**src/core/lcr_defs.vh**
```
`ifndef LCR_DEFS_VH
`define LCR_DEFS_VH

// Decode window
`define LCR_BASE_ADDR     17'h1ffe0
`define LCR_ADDR_W        17
`define LCR_NUM_REGS      17
`define LCR_IDX_W         5
`define LCR_LAST_IDX      17'h00010

// Register indices
`define LCR_IDX_REV       5'h00
`define LCR_IDX_MODE0     5'h01
`define LCR_IDX_MODE1     5'h02
`define LCR_IDX_MODE2     5'h03
`define LCR_IDX_HSIZE     5'h04
`define LCR_IDX_VSIZE_LO  5'h05
`define LCR_IDX_VSIZE_HI  5'h06
`define LCR_IDX_LPOS      5'h07
`define LCR_IDX_HBLANK    5'h08
`define LCR_IDX_FPOS      5'h09
`define LCR_IDX_VBLANK    5'h0a
`define LCR_IDX_MODRATE   5'h0b
`define LCR_IDX_S1_LO     5'h0c
`define LCR_IDX_S1_HI     5'h0d
`define LCR_IDX_S2_LO     5'h0e
`define LCR_IDX_S2_HI     5'h0f
`define LCR_IDX_OVF       5'h10

// Writable bit masks
`define LCR_MASK_FULL     8'hff
`define LCR_MASK_VSIZE_HI 8'h03
`define LCR_MASK_6BIT     8'h3f
`define LCR_MASK_FPOS     8'h0f
`define LCR_MASK_OVF      8'h12
`define LCR_MASK_NONE     8'h00

// Reset and idle values
`define LCR_RST_VAL       8'h00
`define LCR_ZERO_BYTE     8'h00
`define LCR_RST_WIDTH     12'h008
`define LCR_RST_HEIGHT    11'h001
`define LCR_RST_START     17'h00000

// Mode 0 field positions
`define LCR_M0_TFT        7
`define LCR_M0_DUAL       6
`define LCR_M0_COLOR      5
`define LCR_M0_LPOL       4
`define LCR_M0_FPOL       3
`define LCR_M0_SMASK      2
`define LCR_M0_DW_HI      1
`define LCR_M0_DW_LO      0

// Mode 1 field positions
`define LCR_M1_BPP_HI     7
`define LCR_M1_BPP_LO     6
`define LCR_M1_HIPERF     5
`define LCR_M1_CLKDIV     4

// Mode 2 field positions
`define LCR_M2_PWR_OVR    3
`define LCR_M2_HWPS_EN    2

// Other field positions
`define LCR_VB_STATUS     7
`define LCR_OVF_S1        1
`define LCR_OVF_S2        4

// Data width codes
`define LCR_DW_4BIT       2'h0
`define LCR_DW_8BIT       2'h1
`define LCR_DW_8BIT_F2    2'h3

// Panel format codes
`define LCR_FMT_MONO_S4   4'h0
`define LCR_FMT_MONO_S8   4'h1
`define LCR_FMT_MONO_D8   4'h2
`define LCR_FMT_COL_S4    4'h3
`define LCR_FMT_COL_S8F1  4'h4
`define LCR_FMT_COL_S8F2  4'h5
`define LCR_FMT_COL_D8    4'h6
`define LCR_FMT_TFT9      4'h7
`define LCR_FMT_TFT12     4'h8
`define LCR_FMT_RESERVED  4'hf

`endif

```
**src/core/lcr_regs.v**
```verilog
// How it works
// - Each register answers at the base address plus its index, register one right after register zero.
// - Register zero is read only, giving a product field in its upper six bits and revision in its lower two.
// - Mode register 0 holds the TFT, dual drive and color selects in bits 7, 6 and 5.
// - Panel type bits plus the data width field pick one of nine panel formats, all else reserved.
// - Mode register 0 also holds line and frame pulse polarity and the shift clock mask.
// - Mode register 1 holds the pixel depth, the high performance select and the input clock halving bit.
// - Panel width in pixels is eight times one more than the width register.
// - Panel height in lines is the ten bit size value joined from two registers plus one.
// - Screen 1 start word address joins its low byte, high byte and overflow bit 1 on top.
// - Screen 2 start word address joins its low byte, high byte and overflow bit 4 on top.
//
// The address-and-strobe port was left to the implementer.
`timescale 1ns/100ps
`include "lcr_defs.vh"

module lcr_regs #(
  parameter [5:0] PRODUCT_CODE = 6'h2a,  // Arbitrary value
  parameter [1:0] REVISION     = 2'h0    // Arbitrary value
) (
  // Clock and reset
  input  wire        ref_clk,
  input  wire        rstn,
  // Register port
  input  wire [16:0] addr,
  input  wire [7:0]  wr_data,
  input  wire        wr_en,
  input  wire        rd_en,
  output wire [7:0]  rd_data,
  // Status from the timing logic
  input  wire        vblank_status,
  // Panel type and format
  output wire        panel_is_tft,
  output wire        panel_is_dual,
  output wire        panel_is_color,
  output wire [1:0]  data_width,
  output wire [3:0]  panel_format,
  output wire        panel_format_valid,
  // Pulse control
  output wire        line_pulse_pol,
  output wire        frame_pulse_pol,
  output wire        shift_clock_mask,
  // Pixel depth and clock
  output wire [1:0]  bits_per_pixel,
  output wire        high_perf,
  output wire        input_clk_div2,
  // Power control
  output wire        panel_power_override,
  output wire        hw_power_save_en,
  // Geometry
  output wire [11:0] panel_width_px,
  output wire [10:0] panel_height_lines,
  // Timing fields
  output wire [5:0]  line_pulse_start,
  output wire [5:0]  hblank_period,
  output wire [3:0]  frame_pulse_start,
  output wire [5:0]  vblank_period,
  output wire [5:0]  ac_modulation_rate,
  // Screen start addresses
  output wire [16:0] screen1_start,
  output wire [16:0] screen2_start
);

  // Address decode
  wire [16:0]          addr_off;
  wire                 addr_hit;
  wire [`LCR_IDX_W-1:0] reg_idx;
  wire                 wr_hit;

  // Register contents, one byte per index
  wire [8*`LCR_NUM_REGS-1:0] reg_flat;

  // Read data
  reg  [7:0]           rd_data_r;
  reg  [7:0]           rd_data_nxt;

  // Panel format decode results
  reg  [3:0]           fmt_r;
  reg  [3:0]           fmt_nxt;
  reg                  fmt_valid_r;
  reg                  fmt_valid_nxt;

  // Geometry results
  reg  [11:0]          width_r;
  reg  [11:0]          width_nxt;
  reg  [10:0]          height_r;
  reg  [10:0]          height_nxt;

  // Assembled start addresses
  reg  [16:0]          s1_r;
  reg  [16:0]          s1_nxt;
  reg  [16:0]          s2_r;
  reg  [16:0]          s2_nxt;

  // Named views of stored bytes
  wire [7:0]           mode0;
  wire [7:0]           mode1;
  wire [7:0]           mode2;
  wire [7:0]           hsize;
  wire [7:0]           vsize_lo;
  wire [7:0]           vsize_hi;
  wire [7:0]           ovf;

  // Writable mask per index
  function [7:0] wr_mask;
    input integer idx;
    begin
      case (idx)
        `LCR_IDX_REV:      wr_mask = `LCR_MASK_NONE;
        `LCR_IDX_VSIZE_HI: wr_mask = `LCR_MASK_VSIZE_HI;
        `LCR_IDX_LPOS:     wr_mask = `LCR_MASK_6BIT;
        `LCR_IDX_HBLANK:   wr_mask = `LCR_MASK_6BIT;
        `LCR_IDX_FPOS:     wr_mask = `LCR_MASK_FPOS;
        `LCR_IDX_VBLANK:   wr_mask = `LCR_MASK_6BIT;
        `LCR_IDX_MODRATE:  wr_mask = `LCR_MASK_6BIT;
        `LCR_IDX_OVF:      wr_mask = `LCR_MASK_OVF;
        default:           wr_mask = `LCR_MASK_FULL;
      endcase
    end
  endfunction

  // Base plus index decode
  assign addr_off = addr - `LCR_BASE_ADDR;
  assign addr_hit = (addr >= `LCR_BASE_ADDR) && (addr_off <= `LCR_LAST_IDX);
  assign reg_idx  = addr_off[`LCR_IDX_W-1:0];
  assign wr_hit   = wr_en && addr_hit;

  // Storage, one byte per index
  genvar gi;
  generate
    for (gi = 0; gi < `LCR_NUM_REGS; gi = gi + 1)
    begin : g_reg
      if (gi == `LCR_IDX_REV)
      begin : g_rev
        // Fixed identity, writes dropped
        assign reg_flat[8*gi +: 8] = {PRODUCT_CODE, REVISION};
      end
      else
      begin : g_rw
        reg [7:0] val_r;
        // Masked write, reserved bits stay zero
        always @(posedge ref_clk or negedge rstn)
        begin
          if (!rstn)
            val_r <= `LCR_RST_VAL;
          else if (wr_hit && (reg_idx == gi))
            val_r <= wr_data & wr_mask(gi);
        end
        if (gi == `LCR_IDX_VBLANK)
        begin : g_vb
          // Live blank state in the top bit
          assign reg_flat[8*gi +: 8] = {vblank_status, val_r[6:0]};
        end
        else
        begin : g_pl
          assign reg_flat[8*gi +: 8] = val_r;
        end
      end
    end
  endgenerate

  // Named views
  assign mode0    = reg_flat[8*`LCR_IDX_MODE0 +: 8];
  assign mode1    = reg_flat[8*`LCR_IDX_MODE1 +: 8];
  assign mode2    = reg_flat[8*`LCR_IDX_MODE2 +: 8];
  assign hsize    = reg_flat[8*`LCR_IDX_HSIZE +: 8];
  assign vsize_lo = reg_flat[8*`LCR_IDX_VSIZE_LO +: 8];
  assign vsize_hi = reg_flat[8*`LCR_IDX_VSIZE_HI +: 8];
  assign ovf      = reg_flat[8*`LCR_IDX_OVF +: 8];

  // Read mux, unmapped reads give zero
  always @*
  begin
    rd_data_nxt = `LCR_ZERO_BYTE;
    if (rd_en && addr_hit)
      rd_data_nxt = reg_flat[8*reg_idx +: 8];
  end

  // Panel format decode
  always @*
  begin
    fmt_nxt       = `LCR_FMT_RESERVED;
    fmt_valid_nxt = 1'b0;
    if (mode0[`LCR_M0_TFT])
    begin
      // Dual select ignored for TFT
      case (mode0[1:0])
        `LCR_DW_4BIT:
        begin
          fmt_nxt       = `LCR_FMT_TFT9;
          fmt_valid_nxt = 1'b1;
        end
        `LCR_DW_8BIT:
        begin
          fmt_nxt       = `LCR_FMT_TFT12;
          fmt_valid_nxt = 1'b1;
        end
        default:
        begin
          fmt_nxt       = `LCR_FMT_RESERVED;
          fmt_valid_nxt = 1'b0;
        end
      endcase
    end
    else
    begin
      case ({mode0[`LCR_M0_COLOR], mode0[`LCR_M0_DUAL], mode0[1:0]})
        {2'b00, `LCR_DW_4BIT}:
        begin
          fmt_nxt       = `LCR_FMT_MONO_S4;
          fmt_valid_nxt = 1'b1;
        end
        {2'b00, `LCR_DW_8BIT}:
        begin
          fmt_nxt       = `LCR_FMT_MONO_S8;
          fmt_valid_nxt = 1'b1;
        end
        {2'b01, `LCR_DW_8BIT}:
        begin
          fmt_nxt       = `LCR_FMT_MONO_D8;
          fmt_valid_nxt = 1'b1;
        end
        {2'b10, `LCR_DW_4BIT}:
        begin
          fmt_nxt       = `LCR_FMT_COL_S4;
          fmt_valid_nxt = 1'b1;
        end
        {2'b10, `LCR_DW_8BIT}:
        begin
          fmt_nxt       = `LCR_FMT_COL_S8F1;
          fmt_valid_nxt = 1'b1;
        end
        {2'b10, `LCR_DW_8BIT_F2}:
        begin
          fmt_nxt       = `LCR_FMT_COL_S8F2;
          fmt_valid_nxt = 1'b1;
        end
        {2'b11, `LCR_DW_8BIT}:
        begin
          fmt_nxt       = `LCR_FMT_COL_D8;
          fmt_valid_nxt = 1'b1;
        end
        default:
        begin
          fmt_nxt       = `LCR_FMT_RESERVED;
          fmt_valid_nxt = 1'b0;
        end
      endcase
    end
  end

  // Geometry, extra top bit keeps the carry of a full size value
  always @*
  begin
    width_nxt  = {({1'b0, hsize} + 9'h001), 3'h0};
    height_nxt = {1'b0, vsize_hi[1:0], vsize_lo} + 11'h001;
  end

  // Start addresses, overflow bit on top of each word address
  always @*
  begin
    s1_nxt     = {ovf[`LCR_OVF_S1],
                  reg_flat[8*`LCR_IDX_S1_HI +: 8],
                  reg_flat[8*`LCR_IDX_S1_LO +: 8]};
    s2_nxt     = {ovf[`LCR_OVF_S2],
                  reg_flat[8*`LCR_IDX_S2_HI +: 8],
                  reg_flat[8*`LCR_IDX_S2_LO +: 8]};
  end

  // Read data flop, back to zero once the strobe is gone
  always @(posedge ref_clk or negedge rstn)
  begin
    if (!rstn)
      rd_data_r <= `LCR_ZERO_BYTE;
    else
      rd_data_r <= rd_data_nxt;
  end

  // Derived output flops, one cycle behind the stored bytes
  always @(posedge ref_clk or negedge rstn)
  begin
    if (!rstn)
    begin
      fmt_r       <= `LCR_FMT_MONO_S4;
      fmt_valid_r <= 1'b1;
      width_r     <= `LCR_RST_WIDTH;
      height_r    <= `LCR_RST_HEIGHT;
      s1_r        <= `LCR_RST_START;
      s2_r        <= `LCR_RST_START;
    end
    else
    begin
      fmt_r       <= fmt_nxt;
      fmt_valid_r <= fmt_valid_nxt;
      width_r     <= width_nxt;
      height_r    <= height_nxt;
      s1_r        <= s1_nxt;
      s2_r        <= s2_nxt;
    end
  end

  // Read port
  assign rd_data = rd_data_r;

  // Panel type fields
  assign panel_is_tft       = mode0[`LCR_M0_TFT];
  assign panel_is_dual      = mode0[`LCR_M0_DUAL];
  assign panel_is_color     = mode0[`LCR_M0_COLOR];
  assign data_width         = mode0[`LCR_M0_DW_HI:`LCR_M0_DW_LO];

  // Registered format decode
  assign panel_format       = fmt_r;
  assign panel_format_valid = fmt_valid_r;

  // Pulse control fields
  assign line_pulse_pol   = mode0[`LCR_M0_LPOL];
  assign frame_pulse_pol  = mode0[`LCR_M0_FPOL];
  assign shift_clock_mask = mode0[`LCR_M0_SMASK];

  // Pixel depth and clock fields
  assign bits_per_pixel = mode1[`LCR_M1_BPP_HI:`LCR_M1_BPP_LO];
  assign high_perf      = mode1[`LCR_M1_HIPERF];
  assign input_clk_div2 = mode1[`LCR_M1_CLKDIV];

  // Power fields
  assign panel_power_override = mode2[`LCR_M2_PWR_OVR];
  assign hw_power_save_en     = mode2[`LCR_M2_HWPS_EN];

  // Geometry
  assign panel_width_px     = width_r;
  assign panel_height_lines = height_r;

  // Horizontal timing fields
  assign line_pulse_start   = reg_flat[8*`LCR_IDX_LPOS +: 6];
  assign hblank_period      = reg_flat[8*`LCR_IDX_HBLANK +: 6];

  // Vertical timing fields, status bit kept out of the period
  assign frame_pulse_start  = reg_flat[8*`LCR_IDX_FPOS +: 4];
  assign vblank_period      = reg_flat[8*`LCR_IDX_VBLANK +: 6];

  // Modulation rate, reserved top bits dropped
  assign ac_modulation_rate = reg_flat[8*`LCR_IDX_MODRATE +: 6];

  // Start addresses
  assign screen1_start = s1_r;
  assign screen2_start = s2_r;

endmodule

```
**config.mk**
```make
export PLATFORM = sky130hd
export DESIGN_NAME = lcr_regs
export DESIGN_NICKNAME = d
export VERILOG_FILES = /design/src/core/lcr_regs.v
export VERILOG_INCLUDE_DIRS = /design/src /design/src/core
export SDC_FILE = /design/constraint.sdc
export NUM_CORES = 1
export LEC_CHECK = 0
export ABC_AREA = 0
export BUFFER_PORTS_ARGS = -buffer_cell sky130_fd_sc_hd__buf_4
export CAP_MARGIN = 20
export CORE_MARGIN = 2
export CORE_UTILIZATION = 38
export CTS_CLUSTER_SIZE = 10
export DETAILED_ROUTE_END_ITERATION = 8
export HOLD_SLACK_MARGIN = 0.03
export PLACE_DENSITY = 0.59
export SYNTH_ARGS = -nofsm -noshare
export SYNTH_HDL_FRONTEND = slang
export SYNTH_SLANG_ARGS = --single-unit
```
**constraint.sdc**
```tcl
create_clock -name ref_clk -period 2.25 [get_ports ref_clk]
set_input_delay 0.45 -clock ref_clk [delete_from_list [all_inputs] [get_ports ref_clk]]
set_output_delay 0.45 -clock ref_clk [all_outputs]
set_load 0.005 [all_outputs]
```
==> qor.yml, run 1 <==
status: "completed"
die_h_um: 141
power_density_nw_per_um2: 700
hold_viol_final: 0
pre_cts_slack_ns: -0.282
synth_compound_area_share_pct: 3.23
maxCapViolations: 0
syn_area_um2: 7120
ys_types: 49
finish.utilization_pct: 50.7
p_total_mw: 6.57
first_pass_iters: 4
crit_chain: "buf_4 > ha_4 > nand4_1 > or4_4 > or2_0 > nor4_4 > buf_4 > mux2_2"
setup_tns_ns: 0
internal-power_mw: 5.09
clkLatencyLatePin_ns: 0.43
required_ns: 2.57
fin_cells: 922
slew_headroom_pct: 56.9
cpPeakStageDelay_ns: 0.47
grt_pass1_wl_mm: 28.6
slew_viol_final: 0
ir_drop_v: 0.000518
hpwlAfterDp_mm: 13.3
cts_made_buffers: 17
ant_nets: 0
fin_ws_ns: 0.171
num_rows: 50
cts_max_level: 4
grt_pass1_vias: 4948
synth_top_area_share_pct: 59.0
drt_iter0_drc: 287
fin_skew_ns: 0.00920
critPathCaptureType: "flop"
startpoint_type: "primary input"
syn_to_final_growth_pct: 31.8
fmax_ghz: 0.481
pwr-share-clk_pct: 48.8
rsz0062_at_grt: "no"
layout-drive-gt1-share_pct: 50.4
fin_area_um2: 9390
ios: 142
num_antenna_cells: 0
synthMuxAreaShare_pct: 23.9
period_needed_ns: 2.08
routed_wl_mm: 18.4
synthTopCellsByCount: "dfrtp_1, mux2_2, nand2_1"
leakage_nw: 4.78
hold_path.class: "in -> reg"
coreArea_um2: 18500
antenna_found_initial: 0
tightest_slew_ns: 0.646
grt_start_max_net_pins: 64
setup-violations-final: 0
ys_seq_area_share_pct: 60.1
cts_root_buf: "clkbuf_16"
fin_nets: 709
clk_pin_slew_ns: 0.07
synth_edf_count: 0
syn_area_per_cell_um2: 14.1
p_switching_mw: 1.48
die_area_um2: 19900
fin_crit_sh_pct: 92.4
place_area_um2: 8730
routabilityCongestion: 0.781
synth_xor_area_share_pct: 1.97
setup.worst_path.class: "in -> reg"
swShare_pct: 22.6
clockBufferDepth: 2
worst-path-max-fanout: 8
synthCells: 504
viasPerCell: 5.20
slowest_stage: "or4_4"
die_w_um: 141
yosysMostFrequentCell: "dfrtp_1"
grt_use_total_pct: 19.3
p_seq_share_pct: 46.8
wl_per_cell_um: 20.0
vias: 4799
io_buffers: 138
synth_area_leaders: "dfrtp_1, mux2_2, mux4_2, nand2_1, mux2i_1"
synth_simple_gate_area_share_pct: 8.01
cp.arrival_ns: 2.40
start_util_pct: 38.5
cts_tree: "done"
synth_top_area_cell: "dfrtp_1"
crit_path_frequent_cell: "buf_4"
combPwrFrac_pct: 4.5
async_reset_ff_share_pct: 100
synth_top_family_by_area: "multiplexers"
synth-seq-cells: 171
clock_sinks: 171
critPathBufInv: 2
grt-ovfl-total: 0
synth-warning-count: 0
synth_fa_ha_area_share_pct: 0.703
cts_resized: 0
dp.cells: 889
synth_flop_cell: "dfrtp_1"
crit_family: "simple AND/OR/NAND/NOR gates"
drc: 0
hold_slack_ns: 0.286
cell families (layout without fill, tap and decap cells):
kind of cell	after synthesis	count (layout)
xor+xnor	16	16
buf+inv	31	213
fa+ha+maj	4	4
simple gates	109	109
flops	171	171
mux	137	137
compound gates	35	35
other cells	1	3
final cells by class:
class                   count  area, um^2
well taps                 234         293
clock inverters            15         224
repair buffers            176        1430
clock buffers              17         425
multi-input cells         304        2720
fillers                  1600        9130
inverters                   5        18.8
flip-flops and latches    171        4280
power groups by stage:
stage          Combinational, mW  Sequential (mW)  Clock, mW
2_1_floorplan              0.100             3.13          0
3_3_place_gp               0.288             3.13          0
3_5_place_dp               0.297             3.13          0
4_1_cts                    0.299             3.07       3.27
5_1_grt                    0.322             3.07       3.38
6_report                   0.293             3.07       3.21
sequential cells by signal, summed over array words and instances, names as in the netlist:
register            count
g.g_rw.val_r          104
panel_format            4
panel_format_valid      1
panel_height_lines     11
panel_width_px          9
rd_data                 8
screen1_start          17
screen2_start          17
metal layers:
metal  GRT usage (%)  up-vias  wire length [um]
li1                -     2143                 -
met3            4.11       16               866
met1            25.8     2512              8060
met2            31.6      128              9250
met5               0        -                 0
met4            6.16        0               236
layout by cell type (no fill, tap or decap), types with 4 or more instances in the layout:
cell	netlist	layout
xor2_1	7	7
bufinv_16	0	4
inv_6	0	7
a22oi_1	4	4
mux4_2	15	15
nor2_1	19	19
inv_1	5	5
buf_12	0	8
mux2i_1	10	10
xnor2_1	9	9
clkbuf_16	0	17
a21oi_1	9	9
nor2b_1	5	5
mux2_2	112	111
nand2b_1	6	6
and3_1	5	5
nand3_1	14	14
dfrtp_1	168	168
nand2_1	34	34
o21ai_0	6	6
buf_4	5	166
worst min-delay path, cell delays in order:
cell and delay [ns]:
buf_4 0.11, nand2_1 0.06, a21oi_1 0.05
timing repair:
action                    4_1_cts  5_1_grt
hold endpoints to repair        2        0
hold buffers                    1        0
buffers inserted                0        0
final timing paths:
kind                                    startpoint                       to  slack [ns]  depth (start not counted)
max in group asynchronous                     rstn  g_reg[13].g_rw.val_r[1]        0.92                          3
setup reg to reg            g_reg[5].g_rw.val_r[0]               rd_data[0]        0.49                          3
hold / removal                               rd_en               rd_data[4]        0.29                          3
min in group asynchronous                     rstn    panel_height_lines[3]        0.56                          2
setup / recovery                           addr[5]  g_reg[12].g_rw.val_r[7]        0.17                          8
hold reg to reg            g_reg[15].g_rw.val_r[2]        screen2_start[10]        0.40                          0
Note: power is estimated with default switching activity, not from simulation.
==> run 2, diff against run 1 <==
--- a/config.mk
+++ b/config.mk
@@ -9,12 +9,12 @@
 export ABC_AREA = 0
 export BUFFER_PORTS_ARGS = -buffer_cell sky130_fd_sc_hd__buf_4
 export CAP_MARGIN = 20
-export CORE_MARGIN = 2
-export CORE_UTILIZATION = 38
+export CORE_MARGIN = 10
+export CORE_UTILIZATION = 45
 export CTS_CLUSTER_SIZE = 10
 export DETAILED_ROUTE_END_ITERATION = 8
 export HOLD_SLACK_MARGIN = 0.03
-export PLACE_DENSITY = 0.59
+export PLACE_DENSITY = 0.67
 export SYNTH_ARGS = -nofsm -noshare
 export SYNTH_HDL_FRONTEND = slang
 export SYNTH_SLANG_ARGS = --single-unit
==> constraint.sdc (replaced) <==
create_clock -name ref_clk -period 2.6 [get_ports ref_clk]
set_input_delay 0.52 -clock ref_clk [delete_from_list [all_inputs] [get_ports ref_clk]]
set_output_delay 0.52 -clock ref_clk [all_outputs]
set_load 0.005 [all_outputs]
==> run 2 against run 1 <==
Effect of this change: clock power decreased by 18%; register-to-register slack better by 0.42 ns; clock-buffer cell count rose by 5; cell count is 4.2% lower; clock skew down 0.00093 ns; total power down 16%; via count decreased by 2.3%; worst hold slack gained 0.085 ns; combinational power down 22%.
==> qor.yml, run 2 (same netlist as run 1, synthesis figures left out) <==
status: "completed"
hold_slack_ns: 0.371  # +0.0847 ns
ant_nets: 0  # unchanged
grt_use_total_pct: 17.7  # -1.5 points
startpoint_type: "primary input"
clock_sinks: 171  # unchanged
grt_pass1_vias: 5095  # +3.0%
fmax_ghz: 0.452
n_fill_cell: 1218  # -24%
setup-violations-final: 0  # unchanged
cp.arrival_ns: 2.53  # +0.13 ns
drt_iter0_drc: 307  # +7.0%
antenna_found_initial: 0  # unchanged
leakage_nw: 4.69  # -2.0%
cts_made_buffers: 17  # unchanged
slew_viol_final: 0  # unchanged
pre_cts_slack_ns: -0.0496  # +0.232 ns
p_total_mw: 5.51  # -16%
rsz0062_at_grt: "no"
layout-drive-gt1-share_pct: 49.0  # -1.5 points
fin_cells: 883  # -4.2%
hold_viol_final: 0  # unchanged
num_rows: 45  # -10%
cts_root_buf: "clkbuf_16"
clkLatencyLatePin_ns: 0.43  # about the same
cts_resized: 0  # unchanged
grt-ovfl-total: 0  # unchanged
first_pass_iters: 4  # unchanged
clk_pin_slew_ns: 0.06  # about the same
ios: 142  # unchanged
fin_ws_ns: 0.388  # +0.216 ns
die_area_um2: 21300  # +7.1%
grt_pass1_wl_mm: 29.4  # +2.7%
worst-path-max-fanout: 8  # unchanged
viasPerCell: 5.31  # +2.1%
ir_drop_v: 0.000427  # -18%
num_antenna_cells: 0  # unchanged
seq_area_um2: 4280  # unchanged
finish.utilization_pct: 59.8  # +9.1 points
syn_to_final_growth_pct: 29.0
cts_max_level: 4  # unchanged
fin_skew_ns: 0.00827  # -0.000929 ns
hpwlAfterDp_mm: 13.6  # +2.0%
grt_start_max_net_pins: 51  # -20%
slew_headroom_pct: 65.1  # +8.2 points
multi_input_area_um2: 2700  # -0.60%
clockBufferDepth: 2  # unchanged
fin_crit_sh_pct: 85.1
postCtsSetupRepairBufs: 0  # unchanged
setup.worst_path.class: "in -> reg"
hold_buffers: 1  # unchanged
fin_nets: 694  # -2.1%
dp.cells: 851  # -4.3%
start_util_pct: 46.3  # +7.9 points
drc: 0  # unchanged
io_buffers: 138  # unchanged
die_h_um: 146  # +3.5%
routed_wl_mm: 18.6  # +1.0%
coreArea_um2: 15400  # -17%
cts_tree: "done"
required_ns: 2.91  # +0.34 ns
die_w_um: 146  # +3.5%
hold_path.class: "in -> reg"
tightest_slew_ns: 0.523  # -0.123 ns
final_common_cell: "dfrtp_1"
largest_register_ffs: 104  # unchanged
place_area_um2: 8560  # -1.9%
layout_common_cells: "dfrtp_1, buf_4, mux2_2, nand2_1, nor2_1"
period_needed_ns: 2.21
fin_area_um2: 9190  # -2.1%
critPathCaptureType: "flop"
maxCapViolations: 0  # unchanged
power_density_nw_per_um2: 599  # -14%
vias: 4691  # -2.3%
wl_per_cell_um: 21.1  # +5.5%
routabilityCongestion: 0.882  # +13%
max_flop_register: "g.g_rw.val_r"
setup_tns_ns: 0  # unchanged
[run 2: cell count changes in the layout (fill, tap and decap cells not counted), sizes merged]
cell      previous run  this run
buf                175       160
bufinv               4         3
clkbuf              17        22
clkinv               1         5
clkinvlp             0         1
inv                 15         5
[run 2: worst paths after layout]
check | from | to | cells after the start | slack (ns)
min reg2reg | g_reg[15].g_rw.val_r[0] | screen2_start[8] | 0 | 0.40
min in group asynchronous | rstn | g_reg[7].g_rw.val_r[4] | 2 | 0.53
min | rd_en | rd_data[1] | 3 | 0.37
max in group asynchronous | rstn | g_reg[15].g_rw.val_r[4] | 3 | 1.25
max | addr[6] | g_reg[12].g_rw.val_r[2] | 8 | 0.39
max reg2reg | g_reg[5].g_rw.val_r[5] | rd_data[5] | 4 | 0.91
[run 2: metal layers]
layer | part of all wire, % | vias up | routed length (um) | track usage (%)
met5 | 0 | - | 0 | 0
met4 | 2.1 | 0 | 399 | 7.08
met3 | 6.5 | 24 | 1210 | 5.09
met2 | 51 | 149 | 9430 | 29.2
met1 | 41 | 2410 | 7570 | 21.4
li1 | - | 2108 | - | -
[run 2: worst max-delay path, stage by stage]
cell and delay [ns]:
buf_4 0.09, ha_1 0.18, nand4_1 0.13, or4_4 0.47, or2_0 0.37, nor4_4 0.19, buf_4 0.21, mux2_2 0.35
[run 2: cell type report]
type / instances / share of cell area [%]
clock inverter: 9 / 1.50
inverter: 5 / 0.204
clock buffer: 22 / 5.27
sequential: 171 / 46.6
multi-input combinational: 304 / 29.4
timing repair buffer: 161 / 14.2
tap: 211 / 2.87
[run 2: power by group]
| group | total [mW] | internal (mW) | switching, mW |
|---|---|---|---|
| registers | 2.66 | 2.66 | 0.000102 |
| logic | 0.228 | 0.0769 | 0.151 |
| clock network | 2.62 | 1.61 | 1.01 |
==> run 3, diff against run 2 <==
==> constraint.sdc (replaced) <==
create_clock -name ref_clk -period 2.2 [get_ports ref_clk]
set_input_delay 0.44 -clock ref_clk [delete_from_list [all_inputs] [get_ports ref_clk]]
set_output_delay 0.44 -clock ref_clk [all_outputs]
set_load 0.005 [all_outputs]
==> run 3 against run 2 <==
Effect of this change: global-route usage grew 0.063 points; setup slack lost 0.27 ns; via count grew 0.62%; worst hold slack lost 0.086 ns; routed wire length grew 0.62%; clock skew grew 0.0022 ns; utilization grew 0.61 points; flip-flop and latch count is the same; register-to-register slack lost 0.43 ns; cell count grew 1.5%.
==> qor.yml, run 3 (same netlist as run 1, synthesis figures left out) <==
slew_viol_final: 0  # unchanged
layout_common_cells: "dfrtp_1, buf_4, mux2_2, nand2_1, nor2_1"
rr_worst_depth: 4  # unchanged
start_util_pct: 46.3  # unchanged
postCtsSetupRepairBufs: 0  # unchanged
ir_drop_v: 0.000510  # +20%
cts_root_buf: "clkbuf_16"
final_common_cell: "dfrtp_1"
die_h_um: 146  # unchanged
ant_nets: 0  # unchanged
n_fill_cell: 1225  # +0.57%
required_ns: 2.51  # -0.40 ns
crit_chain: "buf_4 > ha_4 > nand4_1 > or4_4 > or2_0 > nor4_4 > buf_4 > mux2_2"
status: "completed"
cp.arrival_ns: 2.39  # -0.14 ns
antenna_found_initial: 0  # unchanged
critPathCaptureType: "flop"
grt_start_max_net_pins: 56  # +9.8%
ios: 142  # unchanged
fmax_ghz: 0.481
viasPerCell: 5.27  # -0.84%
layout-drive-gt1-share_pct: 49.9  # +0.97 points
setup.worst_path.class: "in -> reg"
maxCapViolations: 0  # unchanged
grt_use_total_pct: 17.8  # +0.063 points
first_pass_iters: 4  # unchanged
grt_pass1_vias: 5070  # -0.49%
startpoint_type: "primary input"
hpwlAfterDp_mm: 13.7  # +1.1%
fin_skew_ns: 0.0105  # +0.00222 ns
leakage_nw: 4.74  # +1.1%
cpPeakStageDelay_ns: 0.46  # about the same
finish.utilization_pct: 60.4  # +0.61 points
clock_sinks: 171  # unchanged
drt_iter0_drc: 314  # +2.3%
worst-path-max-fanout: 8  # unchanged
cts_max_level: 4  # unchanged
num_antenna_cells: 0  # unchanged
hold_path.class: "in -> reg"
slowest_stage: "or4_4"
p_total_mw: 6.51  # +18%
cts_made_buffers: 17  # unchanged
grt_pass1_wl_mm: 29.5  # +0.38%
fin_nets: 706  # +1.7%
io_buffers: 138  # unchanged
routabilityCongestion: 0.885  # +0.32%
setup-violations-final: 0  # unchanged
largest_register_ffs: 104  # unchanged
fin_crit_sh_pct: 94.5
grt-ovfl-total: 0  # unchanged
power_density_nw_per_um2: 701  # +17%
wl_per_cell_um: 20.9  # -0.84%
routed_wl_mm: 18.7  # +0.62%
vias: 4720  # +0.62%
drc: 0  # unchanged
crit_path_frequent_cell: "buf_4"
max_flop_register: "g.g_rw.val_r"
clkLatencyLatePin_ns: 0.43  # about the same
rsz0062_at_grt: "no"
clk_pin_slew_ns: 0.06  # about the same
clockBufferDepth: 2  # unchanged
coreArea_um2: 15400  # unchanged
cts_tree: "done"
period_needed_ns: 2.08
die_w_um: 146  # unchanged
holdPathStages: 3  # unchanged
syn_to_final_growth_pct: 30.4
hold_viol_final: 0  # unchanged
num_rows: 45  # unchanged
die_area_um2: 21300  # unchanged
==> run 3: path summary, 6_finish.rpt <==
| path | endpoint | slack, ns | start |
|---|---|---|---|
| min in group asynchronous | panel_height_lines[4] | 0.51 | rstn |
| setup / recovery | g_reg[12].g_rw.val_r[2] | 0.12 | addr[5] |
| setup reg to reg | rd_data[0] | 0.48 | g_reg[1].g_rw.val_r[0] |
| hold / removal | rd_data[1] | 0.29 | rd_en |
| max in group asynchronous | panel_width_px[3] | 1.00 | rstn |
| hold reg to reg | screen2_start[12] | 0.41 | g_reg[15].g_rw.val_r[4] |
==> run 3: final cells by class <==
class,count,area [um^2],share of cell area [%]
Multi-Input combinational cell,304,2740,29.5
Inverter,5,18.8,0.202
Clock inverter,10,138,1.48
Clock buffer,22,474,5.11
Sequential cell,171,4280,46.1
Timing Repair Buffer,173,1370,14.7
Tap cell,211,264,2.84
==> run 3: routing by layer <==
metal / GRT usage, % / vias up / part of all wire, %
met5: 0 / - / 0
met4: 6.57 / 0 / 1.8
met3: 4.66 / 23 / 5.9
met2: 29.1 / 130 / 51
met1: 22.2 / 2424 / 42
li1: - / 2143 / -
==> run 3: worst max-delay path: cells and delay by family <==
| family | cells | cell delay [ns] |
|---|---|---|
| AND/OR/NAND/NOR | 4 | 1.14 |
| multiplexers | 1 | 0.35 |
| adder cells (fa/ha/maj) | 1 | 0.13 |
| buffers and inverters | 2 | 0.32 |
==> run 3: repair_timing <==
action / 4_1_cts / 5_1_grt
gates resized for setup: 0 / 0
hold endpoints to repair: 40 / 0
hold buffers: 1 / 0
setup endpoints to repair: 0 / 0
==> run 3: through the flow <==
step / setup WS (ns) / hold WS (ns) / TNS (ns) / cell area [um^2] / instances
final: 0.121 / 0.285 / 0 / 9290 / 896
after global routing: 0.0463 / 0.298 / 0 / 9290 / 896
after CTS: 0.138 / 0.274 / 0 / 9290 / 896
after detailed placement: -0.301 / 0.389 / -15.90 / 8660 / 863
after global placement: -0.258 / 0.383 / -13.19 / 8660 / 863
after floorplan: -0.105 / 0.144 / -1.26 / 7170 / 506
==> run 3: report_power, final <==
group	switching, mW	internal (mW)	total, mW
Combinational	0.184	0.105	0.289
Sequential	0.000122	3.15	3.15
Clock	1.20	1.88	3.08
Total	1.38	5.13	6.51
